## src/hw/ir_irq_pkg.sv

```systemverilog
package ir_irq_pkg;
  // register index as printed (not a multiple of four), byte address is index * 4
  localparam logic [15:0] IRQ_CTRL_INDEX = 16'h5346;
  localparam logic [17:0] IRQ_CTRL_ADDR  = {IRQ_CTRL_INDEX, 2'b00};
  // private configuration / status register of ours
  localparam logic [17:0] UNIT_CFG_ADDR  = 18'h0_0100;
  // bit positions inside the irq control register
  localparam int UFL_EN_BIT   = 0;
  localparam int RISE_EN_BIT  = 1;
  localparam int FALL_EN_BIT  = 2;
  localparam int UFL_FLG_BIT  = 8;
  localparam int RISE_FLG_BIT = 9;
  localparam int FALL_FLG_BIT = 10;
  // configuration register bit positions
  localparam int DIR_BIT      = 0;
  localparam int LEN_LSB      = 8;
  localparam int LEN_BITS     = 8;
  // reset values
  localparam logic [2:0]  FLAG_RST = 3'h0;
  localparam logic [2:0]  EN_RST   = 3'h0;
  localparam logic [7:0]  LEN_RST  = 8'h00;
  // axi responses
  localparam logic [1:0]  RESP_OKAY   = 2'b00;
  localparam logic [1:0]  RESP_SLVERR = 2'b10;

  // one bit per cause: underflow, rise, fall
  typedef struct packed {
    logic fall;
    logic rise;
    logic ufl;
  } cause_t;
endpackage : ir_irq_pkg

```

## src/hw/ir_remote_interrupt_control.sv

```systemverilog
// Functional notes
// - falling input edge sets fall flag
// - rising input edge sets rise flag
// - counter underflow sets underflow flag
// - write one clears flag, zero ignored
// - three read/write enable bits, low bits
// - flags set regardless of enable, readable
// - enabled flag raises request same cycle
// - disabled cause never raises request
// - reserved bits read as zero
// - reset clears all flags and enables
// - length counter stops at zero, underflows
// - edge causes only in receive direction
`timescale 1ns/1ps
`default_nettype none
module ir_remote_interrupt_control
  import ir_irq_pkg::*;
#(
  parameter int AW = 18 // axi address width
)
(
  input  wire logic          mclk,         // system clock, 100 MHz
  input  wire logic          rst,          // sync reset, active high
  // axi4-lite slave
  input  wire logic [AW-1:0] s_awaddr,     // write address
  input  wire logic          s_awvalid,    // write address valid
  output logic               s_awready,    // write address ready
  input  wire logic [31:0]   s_wdata,      // write data
  input  wire logic [3:0]    s_wstrb,      // write byte strobes
  input  wire logic          s_wvalid,     // write data valid
  output logic               s_wready,     // write data ready
  output logic [1:0]         s_bresp,      // write response
  output logic               s_bvalid,     // write response valid
  input  wire logic          s_bready,     // write response ready
  input  wire logic [AW-1:0] s_araddr,     // read address
  input  wire logic          s_arvalid,    // read address valid
  output logic               s_arready,    // read address ready
  output logic [31:0]        s_rdata,      // read data
  output logic [1:0]         s_rresp,      // read response
  output logic               s_rvalid,     // read data valid
  input  wire logic          s_rready,     // read data ready
  // unit side
  input  wire logic          data_in,      // data pulse input, synchronous
  input  wire logic          len_tick,     // length counter clock enable pulse
  output logic               irq_request   // level request to irq controller
);
  // write channel state
  logic          aw_hold_ff;   // address captured
  logic [AW-1:0] aw_addr_ff;   // captured write address
  logic          w_hold_ff;    // data captured
  logic [31:0]   w_data_ff;    // captured write data
  logic [3:0]    w_strb_ff;    // captured strobes
  logic          bvalid_ff;    // response pending
  logic [1:0]    bresp_ff;     // response code
  // read channel state
  logic          rvalid_ff;    // read data pending
  logic [31:0]   rdata_ff;     // read data
  logic [1:0]    rresp_ff;     // read response code
  // register state
  cause_t        flag_ff;      // sticky cause flags
  cause_t        en_ff;        // enable bits
  logic          dir_rx_ff;    // direction: 1 receive
  // events and strobes
  cause_t        evt;          // cause pulses this cycle
  cause_t        clr;          // write-one-to-clear pulses
  logic          wr_go;        // write happens this cycle
  logic          wr_ctrl;      // write hits irq control
  logic          wr_cfg;       // write hits config
  logic          ar_go;        // read accepted this cycle
  logic [7:0]    len_count;    // current length count
  logic [31:0]   ctrl_view;    // read image of irq control
  logic [31:0]   cfg_view;     // read image of config

  // accept each channel once, in any order; stall while a response waits
  assign s_awready = !aw_hold_ff && !bvalid_ff;
  assign s_wready  = !w_hold_ff && !bvalid_ff;
  assign wr_go     = aw_hold_ff && w_hold_ff && !bvalid_ff;
  assign wr_ctrl   = wr_go && aw_addr_ff[AW-1:2] == IRQ_CTRL_ADDR[AW-1:2];
  assign wr_cfg    = wr_go && aw_addr_ff[AW-1:2] == UNIT_CFG_ADDR[AW-1:2];

  // write address capture
  always_ff @(posedge mclk)
  begin
    if (rst)
    begin
      aw_hold_ff <= 1'b0;
      aw_addr_ff <= '0;
    end
    else if (s_awvalid && s_awready)
    begin
      aw_hold_ff <= 1'b1;
      aw_addr_ff <= s_awaddr;
    end
    else if (wr_go)
      aw_hold_ff <= 1'b0;
  end

  // write data capture
  always_ff @(posedge mclk)
  begin
    if (rst)
    begin
      w_hold_ff <= 1'b0;
      w_data_ff <= '0;
      w_strb_ff <= '0;
    end
    else if (s_wvalid && s_wready)
    begin
      w_hold_ff <= 1'b1;
      w_data_ff <= s_wdata;
      w_strb_ff <= s_wstrb;
    end
    else if (wr_go)
      w_hold_ff <= 1'b0;
  end

  // write response; unmapped addresses answer slverr and change nothing
  // readies stay low while a response waits, so a second write cannot overtake it
  always_ff @(posedge mclk)
  begin
    if (rst)
    begin
      bvalid_ff <= 1'b0;
      bresp_ff  <= RESP_OKAY;
    end
    else if (wr_go)
    begin
      bvalid_ff <= 1'b1;
      bresp_ff  <= (wr_ctrl || wr_cfg) ? RESP_OKAY : RESP_SLVERR;
    end
    else if (s_bready)
      bvalid_ff <= 1'b0;
  end

  assign s_bvalid = bvalid_ff;
  assign s_bresp  = bresp_ff;

  // clear pulses come from byte lane 1 of a control write
  assign clr.ufl  = wr_ctrl && w_strb_ff[1] && w_data_ff[UFL_FLG_BIT];
  assign clr.rise = wr_ctrl && w_strb_ff[1] && w_data_ff[RISE_FLG_BIT];
  assign clr.fall = wr_ctrl && w_strb_ff[1] && w_data_ff[FALL_FLG_BIT];

  // enable bits live in byte lane 0
  always_ff @(posedge mclk)
  begin
    if (rst)
      en_ff <= EN_RST;
    else if (wr_ctrl && w_strb_ff[0])
    begin
      en_ff.ufl  <= w_data_ff[UFL_EN_BIT];
      en_ff.rise <= w_data_ff[RISE_EN_BIT];
      en_ff.fall <= w_data_ff[FALL_EN_BIT];
    end
  end

  // sticky flags: an event the same cycle as its clear survives
  // trade-off: software must re-read after a clear, a racing edge keeps the flag
  always_ff @(posedge mclk)
  begin
    if (rst)
      flag_ff <= FLAG_RST;
    else
      flag_ff <= evt | (flag_ff & ~clr);
  end

  // direction select, in our config register
  always_ff @(posedge mclk)
  begin
    if (rst)
      dir_rx_ff <= 1'b0;
    else if (wr_cfg && w_strb_ff[0])
      dir_rx_ff <= w_data_ff[DIR_BIT];
  end

  // edge causes from the data pulse input
  // the pin already lives in this clock domain, so no synchroniser stages here
  edge_detect u_edge (
    .mclk     (mclk),
    .rst      (rst),
    .arm      (dir_rx_ff),
    .din      (data_in),
    .rise_evt (evt.rise),
    .fall_evt (evt.fall)
  );

  // length counter, loaded from config byte lane 1
  // loading zero gives no underflow: the pulse needs a step down from one
  len_counter #(
    .W (LEN_BITS)
  ) u_len (
    .mclk     (mclk),
    .rst      (rst),
    .tick     (len_tick),
    .load     (wr_cfg && w_strb_ff[1]),
    .load_val (w_data_ff[LEN_LSB +: LEN_BITS]),
    .count    (len_count),
    .ufl_evt  (evt.ufl)
  );

  // request follows the flags combinationally, so it rises with the flag
  // a flop here would lag the flag by one cycle and miss the same-cycle rule
  assign irq_request = |(flag_ff & en_ff);

  // read images; every unnamed bit is zero
  always_comb
  begin
    ctrl_view               = '0;
    ctrl_view[UFL_EN_BIT]   = en_ff.ufl;
    ctrl_view[RISE_EN_BIT]  = en_ff.rise;
    ctrl_view[FALL_EN_BIT]  = en_ff.fall;
    ctrl_view[UFL_FLG_BIT]  = flag_ff.ufl;
    ctrl_view[RISE_FLG_BIT] = flag_ff.rise;
    ctrl_view[FALL_FLG_BIT] = flag_ff.fall;
    cfg_view                = '0;
    cfg_view[DIR_BIT]       = dir_rx_ff;
    cfg_view[LEN_LSB +: LEN_BITS] = len_count;
  end

  // read path: one request at a time, answered the cycle after acceptance
  // the image is taken at acceptance; an edge landing later shows on the next read
  assign s_arready = !rvalid_ff;
  assign ar_go     = s_arvalid && s_arready;

  always_ff @(posedge mclk)
  begin
    if (rst)
    begin
      rvalid_ff <= 1'b0;
      rdata_ff  <= '0;
      rresp_ff  <= RESP_OKAY;
    end
    else if (ar_go)
    begin
      rvalid_ff <= 1'b1;
      if (s_araddr[AW-1:2] == IRQ_CTRL_ADDR[AW-1:2])
      begin
        rdata_ff <= ctrl_view;
        rresp_ff <= RESP_OKAY;
      end
      else if (s_araddr[AW-1:2] == UNIT_CFG_ADDR[AW-1:2])
      begin
        rdata_ff <= cfg_view;
        rresp_ff <= RESP_OKAY;
      end
      else
      begin
        rdata_ff <= '0;
        rresp_ff <= RESP_SLVERR;
      end
    end
    else if (s_rready)
      rvalid_ff <= 1'b0;
  end

  assign s_rvalid = rvalid_ff;
  assign s_rdata  = rdata_ff;
  assign s_rresp  = rresp_ff;
endmodule : ir_remote_interrupt_control
`default_nettype wire

```

## src/hw/edge_detect.sv

```systemverilog
`timescale 1ns/1ps
`default_nettype none
module edge_detect
  import ir_irq_pkg::*;
(
  input  wire logic mclk,     // system clock
  input  wire logic rst,      // sync reset, active high
  input  wire logic arm,      // receive direction selected
  input  wire logic din,      // data pulse input, synchronous
  output logic      rise_evt, // one-cycle rise pulse
  output logic      fall_evt  // one-cycle fall pulse
);
  logic last_ff; // previous sample of din

  // track the input even when not armed, so arming gives no false edge
  always_ff @(posedge mclk)
  begin
    if (rst)
      last_ff <= 1'b0;
    else
      last_ff <= din;
  end

  // edges only count in receive direction
  assign rise_evt = arm & din & ~last_ff;
  assign fall_evt = arm & ~din & last_ff;
endmodule : edge_detect
`default_nettype wire

```

## src/hw/len_counter.sv

```systemverilog
`timescale 1ns/1ps
`default_nettype none
module len_counter
  import ir_irq_pkg::*;
#(
  parameter int W = LEN_BITS // counter width
)
(
  input  wire logic         mclk,    // system clock
  input  wire logic         rst,     // sync reset, active high
  input  wire logic         tick,    // count enable pulse
  input  wire logic         load,    // software load strobe
  input  wire logic [W-1:0] load_val,// value to load
  output logic [W-1:0]      count,   // current count
  output logic              ufl_evt  // one-cycle pulse on reaching zero
);
  logic [W-1:0] cnt_ff; // down counter
  logic         ufl_ff; // registered underflow pulse

  // counts down, stops at zero; load wins over counting
  always_ff @(posedge mclk)
  begin
    if (rst)
      cnt_ff <= W'(LEN_RST);
    else if (load)
      cnt_ff <= load_val;
    else if (tick && cnt_ff != '0)
      cnt_ff <= cnt_ff - W'(1);
  end

  // pulse once as the count steps from one to zero
  always_ff @(posedge mclk)
  begin
    if (rst)
      ufl_ff <= 1'b0;
    else
      ufl_ff <= !load && tick && cnt_ff == W'(1);
  end

  assign count   = cnt_ff;
  assign ufl_evt = ufl_ff;
endmodule : len_counter
`default_nettype wire

```

## config.mk

```make
export PLATFORM = sky130hd
export DESIGN_NAME = ir_remote_interrupt_control
export DESIGN_NICKNAME = d
export VERILOG_FILES = /design/src/hw/ir_irq_pkg.sv /design/src/hw/ir_remote_interrupt_control.sv /design/src/hw/edge_detect.sv /design/src/hw/len_counter.sv
export SDC_FILE = /design/constraint.sdc
export NUM_CORES = 1
export LEC_CHECK = 0
export BUFFER_PORTS_ARGS = -buffer_cell sky130_fd_sc_hd__buf_2
export CAP_MARGIN = 10
export CORE_MARGIN = 2
export CORE_UTILIZATION = 47
export CTS_BUF_LIST = sky130_fd_sc_hd__clkbuf_2
export DETAILED_ROUTE_END_ITERATION = 7
export GPL_ROUTABILITY_DRIVEN = 0
export MAX_ROUTING_LAYER = met4
export PLACE_DENSITY_LB_ADDON = 0.05
export SKIP_CTS_REPAIR_TIMING = 1
export SYNTH_ARGS = -nofsm -noshare
export SYNTH_HDL_FRONTEND = slang
export SYNTH_SLANG_ARGS = --single-unit
```

## constraint.sdc

```tcl
create_clock -name mclk -period 3.19 [get_ports mclk]
set_input_delay 0.638 -clock mclk [delete_from_list [all_inputs] [get_ports mclk]]
set_output_delay 0.638 -clock mclk [all_outputs]
set_load 0.01 [all_outputs]
```

==> results of run 1 <==
==> sequential cells by signal, summed over array words and instances, names as in the netlist <==
register and cells:
aw_addr_ff 16, aw_hold_ff 1, ctrl_view 6, dir_rx_ff 1, s_bresp 1, s_bvalid 1, s_rdata 11, s_rresp 1
s_rvalid 1, u_edge.last_ff 1, u_len.count 8, u_len.ufl_evt 1, w_data_ff 11, w_hold_ff 1, w_strb_ff 2
==> layout make-up <==
type                       count  area [um^2]
fill                         612         2681
sequential                    63         1261
inverter                      11        41.29
timing repair buffer          75        382.9
multi-input combinational    281         1489
clock inverter                 5        26.28
clock buffer                  10        50.05
tap                           75        93.84
==> cell families (layout without fill, tap and decap cells) <==
group | Yosys count | in the layout | share of synthesized area
buffers and inverters | 52 | 101 | 0.1023
AO/OA/AOI/OAI | 95 | 95 | 0.1844
AND/OR/NAND/NOR | 157 | 157 | 0.2657
XOR/XNOR | 2 | 2 | 0.005896
adder cells (fa/ha/maj) | 3 | 3 | 0.01263
flip-flops | 63 | 63 | 0.4244
multiplexers | 1 | 1 | 0.003369
other | 1 | 23 | 0.001262
==> synth_stat cells, types with 3 or more instances <==
cell type  count
a21oi_1       57
ha_1           3
buf_4         23
nor3_1         6
nand3_1       12
dfxtp_1       63
nand3b_1       3
inv_1         11
or4b_2         6
a211oi_1       6
o21ai_0        9
and3_1         3
nor2_1        14
a31oi_1        6
nand2_1       82
and2_1         3
nor4_1         5
nand4_1        7
clkbuf_1      14
o31ai_1        6
==> critical path, cell delays in order, from the launching register on <==
cell      delay, ps
dfxtp_1         360
a222oi_1        350
inv_1            80
buf_2           140
==> per-layer routing <==
layer | wire, um | share of wire | track usage | vias to the layer above
li1 | - | - | - | 1401
met1 | 2896 | 0.45 | 0.2211 | 1239
met2 | 3226 | 0.50 | 0.3196 | 72
met3 | 333 | 0.051 | 0.04550 | 4
met4 | 46 | 0.0071 | 0.07771 | 0
met5 | 0 | 0 | - | -
==> where the power goes <==
group / internal, mW / switching (mW)
clock network: 0.0951 / 0.265
logic: 0.208 / 0.276
registers: 0.867 / 0.0997
==> worst min-delay path by stage <==
stage                    to  slack (ps)  cells past startpoint
6_report           s_rvalid         330                      2
5_1_grt            s_rvalid         260                      2
4_1_cts            s_rvalid         280                      2
3_5_place_dp   ctrl_view[8]         440                      1
3_3_place_gp   ctrl_view[8]         430                      1
2_1_floorplan  ctrl_view[8]         420                      1
==> impl_results.md, run 1 <==
* Commonest non-fill, non-tap cell in the layout: nand2_1
* Crit path capture: irq_request
* Critical R2R Capture: ctrl_view[8]
* Worst skew pair latency at 460 ps
* Clock Tree Root: clkbuf_2
* Area leader, netlist: dfxtp_1
* Port Buf Inserts at 72
* GRT overflow at 0
* Min Tclk post-route at 2021 ps
* Num CTS Buffers at 9
* Antenna violations before repair at 0
* Die ar. at 6975 um^2
* Hold path start: s_rready
* Max transition margin at 0.5649
* Syn Area/Cell at 7.945 um^2
* Reg2Reg Depth at 4
* Starting Density at 0.4931
* Crit. End Element: primary output
* Worst slew pin tran at between 600 and 700 ps
* Ys async rst share at 0
* Worst Skew at ~23 ps
* Fmax at 0.4948 GHz
* DRC at 0
* Number of synthesized flops with an enable pin at 0
* Synthesized flop and latch total at 63
* Setup ws final at 1169 ps
* Overall power at between 1.5 and 2 mW
* Die height at 83.52 um
* R2r setup slk at 1280 ps
* Reg clk slew, reported paths at 170 ps
* Most frequent cells in the layout: nand2_1 (82), buf_2 (72), dfxtp_1 (63)
* Cell area after layout at around 3300 um^2
* Worst setup startpoint: ctrl_view[2]
* Synth Flop Type: dfxtp_1
* First-pass GRT wire length at approximately 11000 um
* Worst Setup Path Type: reg2out
* Mapped Cells at 374
* Final period util at 0.6335
* Vias in the first global route at 2449
* Pwr dens at 541.6 nW/um^2
* Detailed-route via count at 2716
* Pre-antenna DRT Iters at 4
* Worst Path Required at approximately 2600 ps
* Largest net degree at the start of global routing at 54
* GRT Overall Usage at 0.1910
* Final setup fails at 0
* Antenna cells at 0
* Drt wl/cell at 12.51 um
* Share of the synthesized area in the top cell type at 0.4244
* Synth Warn # at 0
* Synth top area cells: dfxtp_1 (42%), nand2_1 (10%), a21oi_1 (9.6%)
* DP Wirelength at roughly 4800 um
* Via density at 5.223
* Post-route setup TNS at 0 ps
* Antenna viol nets, final at 0
* H-tree depth at 3
* Die width at 83.52 um
* CP max FO at 3
* Synth cell types at 46
* Area growth syn-to-layout at 12.55%
* Outcome: finished, final reports clean
* Finished Layout Cells at 520
* Register area share after synthesis at 0.4244
* Clock Tree Buf Depth at 2
* IO Count at between 100 and 150
* Cell count after placement at 505
* Post-DP Area at between 3000 and 4000 um^2
* Clock sink count at 63
* Nets at 525
* Min Hold Slack at 326.7 ps
* RSZ-0062 raised after global routing: no
* DR iter-0 viols at roughly 140
* Row cnt at 28
* Drt total wl at 6503 um
* Final hold vios at 0
* P_leak at 1.372 nW
* Worst vdd ir at 0.0002978 V
* TritonCTS clock tree: yes
* Core area at 6026 um^2
* Arr. time, crit path at 1380 ps
* Reg2reg start: aw_addr_ff[2]
* HP Class: in2reg
* Core Util, Final at 0.5550
* Max-capacitance violation count at 0
* Startpoint Class: flip-flop
* Post-Syn Area at 2972 um^2
* Pre-CTS worst setup slack at 785.6 ps
* Share of cells above drive strength 1 at 0.2270
* Final Max Slew Viols at 0
Power figures use the tool's default switching activity.
==> run 2: changes to the inputs <==
- ABC_AREA: default -> 1
- CORE_UTILIZATION: 47 -> 45
- clock period: 3.19 -> 1.6 ns (I/O delays scaled with it)
==> impl_results.md, run 2 <==
* Hold path start: s_awaddr[13]
* Synthesized flop and latch total at 63
* Clock Tree Root: clkbuf_2
* Final hold vios at 0
* Antenna viol nets, final at 0
* IO Count at 123
* Worst vdd ir at 0.0004648 V
* Pwr dens at 1181 nW/um^2
* Area growth syn-to-layout at 18.04%
* Synth Warn # at 0
* Startpoint Class: flip-flop
* H-tree depth at 3
* Synth Flop Type: dfxtp_1
* Fmax at between 0.6 and 0.7 GHz
* Worst skew pair latency at between 400 and 500 ps
* Syn Area/Cell at between 7 and 8 um^2
* Num CTS Buffers at 9
* Count leader, synth: nor2_1
* Post-route setup TNS at 0 ps
* Die width at 87.38 um
* TritonCTS clock tree: yes
* Worst Path Required at approximately 1300 ps
* Cell area after layout at 3692 um^2
* Arr. time, crit path at between 1000 and 1500 ps
* Port Buf Inserts at 72
* Crit. End Element: primary output
* GRT overflow at 0
* Antenna cells at 0
* CP max FO at 3
* Drt total wl at between 6000 and 7000 um
* Min Hold Slack at slightly above 100 ps
* Worst setup startpoint: ctrl_view[1]
* Cell count after placement at slightly below 600
* Delay of the slowest cell on the worst path at 400 ps
* Synth cell types at 32
* Pre-antenna DRT Iters at 4
* Via density at 4.625
* Final period util at 0.9258
* Max-capacitance violation count at 0
* Share of cells above drive strength 1 at 0.2509
* Clock sink count at between 60 and 70
* Die height at 87.38 um
* Drt wl/cell at 10.48 um
* DR iter-0 viols at 103
* Reg2reg start: s_bvalid
* Reg2Reg Depth at 11
* Share of the synthesized area in the top cell type at 0.4032
* Commonest cells in the netlist: nor2_1 (110), nand2_1 (67), dfxtp_1 (63)
* Core area at between 6000 and 7000 um^2
* Detailed-route via count at 2821
* Reg clk slew, reported paths at 160 ps
* P_leak at 1.840 nW
* Number of synthesized flops with an enable pin at 0
* GRT Overall Usage at 0.1794
* Max reg flops at 16
* Area leader, netlist: dfxtp_1
* Critical R2R Capture: u_len.count[6]
* HP Class: in2reg
* Final setup fails at 0
* Commonest non-fill, non-tap cell in the layout: nor2_1
* Antenna violations before repair at 0
* Ys async rst share at 0
* DP Wirelength at 4946 um
* Reg with most FFs: aw_addr_ff
* RSZ-0062 raised after global routing: no
* Clock Tree Buf Depth at 2
* Vias in the first global route at 2389
* Cells on Worst Hold Path at 3
* Largest net degree at the start of global routing at 29
* Die ar. at 7634 um^2
* Final Max Slew Viols at 0
* Mapped Cells at around 440
* Outcome: finished, final reports clean
* Most frequent cells in the layout: nor2_1 (108), buf_2 (72), nand2_1 (65)
* Min Tclk post-route at 1481 ps
* Worst Setup Path Type: reg2out
* Nets at 612
* Hold Crit Endpoint: aw_addr_ff[13]
* Finished Layout Cells at 610
* CP cell instances: nand2_1 -> nand3_1 -> buf_2
* Post-Syn Area at 3128 um^2
* Row cnt at 30
* Synth top area cells: dfxtp_1 (40%), nor2_1 (13%), nand2_1 (8.0%)
* R2r setup slk at 140 ps
* Starting Density at 0.4630
* Post-DP Area at 3527 um^2
* Register area share after synthesis at 0.4032
* Slowest-stage cell, CP: dfxtp_1
* Worst Skew at 22.11 ps
* DRC at 0
* First-pass GRT wire length at approximately 10000 um
-- run 2: how the worst max path moves through the flow --
stage,slack (ps),end
after floorplan,290,u_len.count[3]
after global placement,130,u_len.count[5]
after detailed placement,110,u_len.count[2]
after CTS,70,s_awready
after global routing,6,u_len.count[6]
final,120,irq_request
-- run 2: stage by stage --
stage          setup slack, ps  power (mW)  utilization
3_3_place_gp             134.7       3.432       0.5220
6_report                 118.8       4.360       0.5465
2_1_floorplan            285.4       3.152            -
4_1_cts                  65.74       4.313       0.5350
3_5_place_dp             110.2       3.458       0.5220
5_1_grt                  6.194       4.751       0.5465
-- run 2: layer usage --
| metal | part of all wire | up-vias | global-route usage |
|---|---|---|---|
| li1 | - | 1532 | - |
| met1 | 0.47 | 1217 | 0.2255 |
| met2 | 0.47 | 64 | 0.2817 |
| met3 | 0.038 | 8 | 0.03128 |
| met4 | 0.014 | 0 | 0.07972 |
| met5 | 0 | - | - |
-- run 2: report_power, final --
group | leakage, nW | total [mW] | switching (mW) | internal, mW
clock | 0.0588 | 0.851 | 0.517 | 0.335
sequential | 0.520 | 1.91 | 0.160 | 1.75
combinational | 1.26 | 1.60 | 0.944 | 0.652
-- run 2: cell families (layout without fill, tap and decap cells) --
| logic type | count (synthesis) | in the layout | share of synthesized area |
|---|---|---|---|
| fa+ha+maj | 3 | 3 | 0.01200 |
| simple gates | 235 | 235 | 0.3496 |
| other cells | 1 | 23 | 0.001199 |
| compound gates | 64 | 64 | 0.1104 |
| xor+xnor | 2 | 2 | 0.005601 |
| flops | 63 | 63 | 0.4032 |
| buf+inv | 74 | 140 | 0.1180 |
-- run 2: area by class of cell --
| cell class | instances | area [um^2] |
|---|---|---|
| Clock inverter | 3 | 37.54 |
| Sequential cell | 63 | 1270 |
| Inverter | 38 | 142.6 |
| Multi-Input combinational cell | 327 | 1600 |
| Fill cell | 734 | 3064 |
| Timing Repair Buffer | 89 | 491.7 |
| Clock buffer | 10 | 50.05 |
| Tap cell | 80 | 100.1 |
-- run 2: worst max-delay path: cells and delay by family (launching register included) --
family	cells	cell delay, ps
AND/OR/NAND/NOR	2	170
flip-flops	1	400
buffers and inverters	1	140
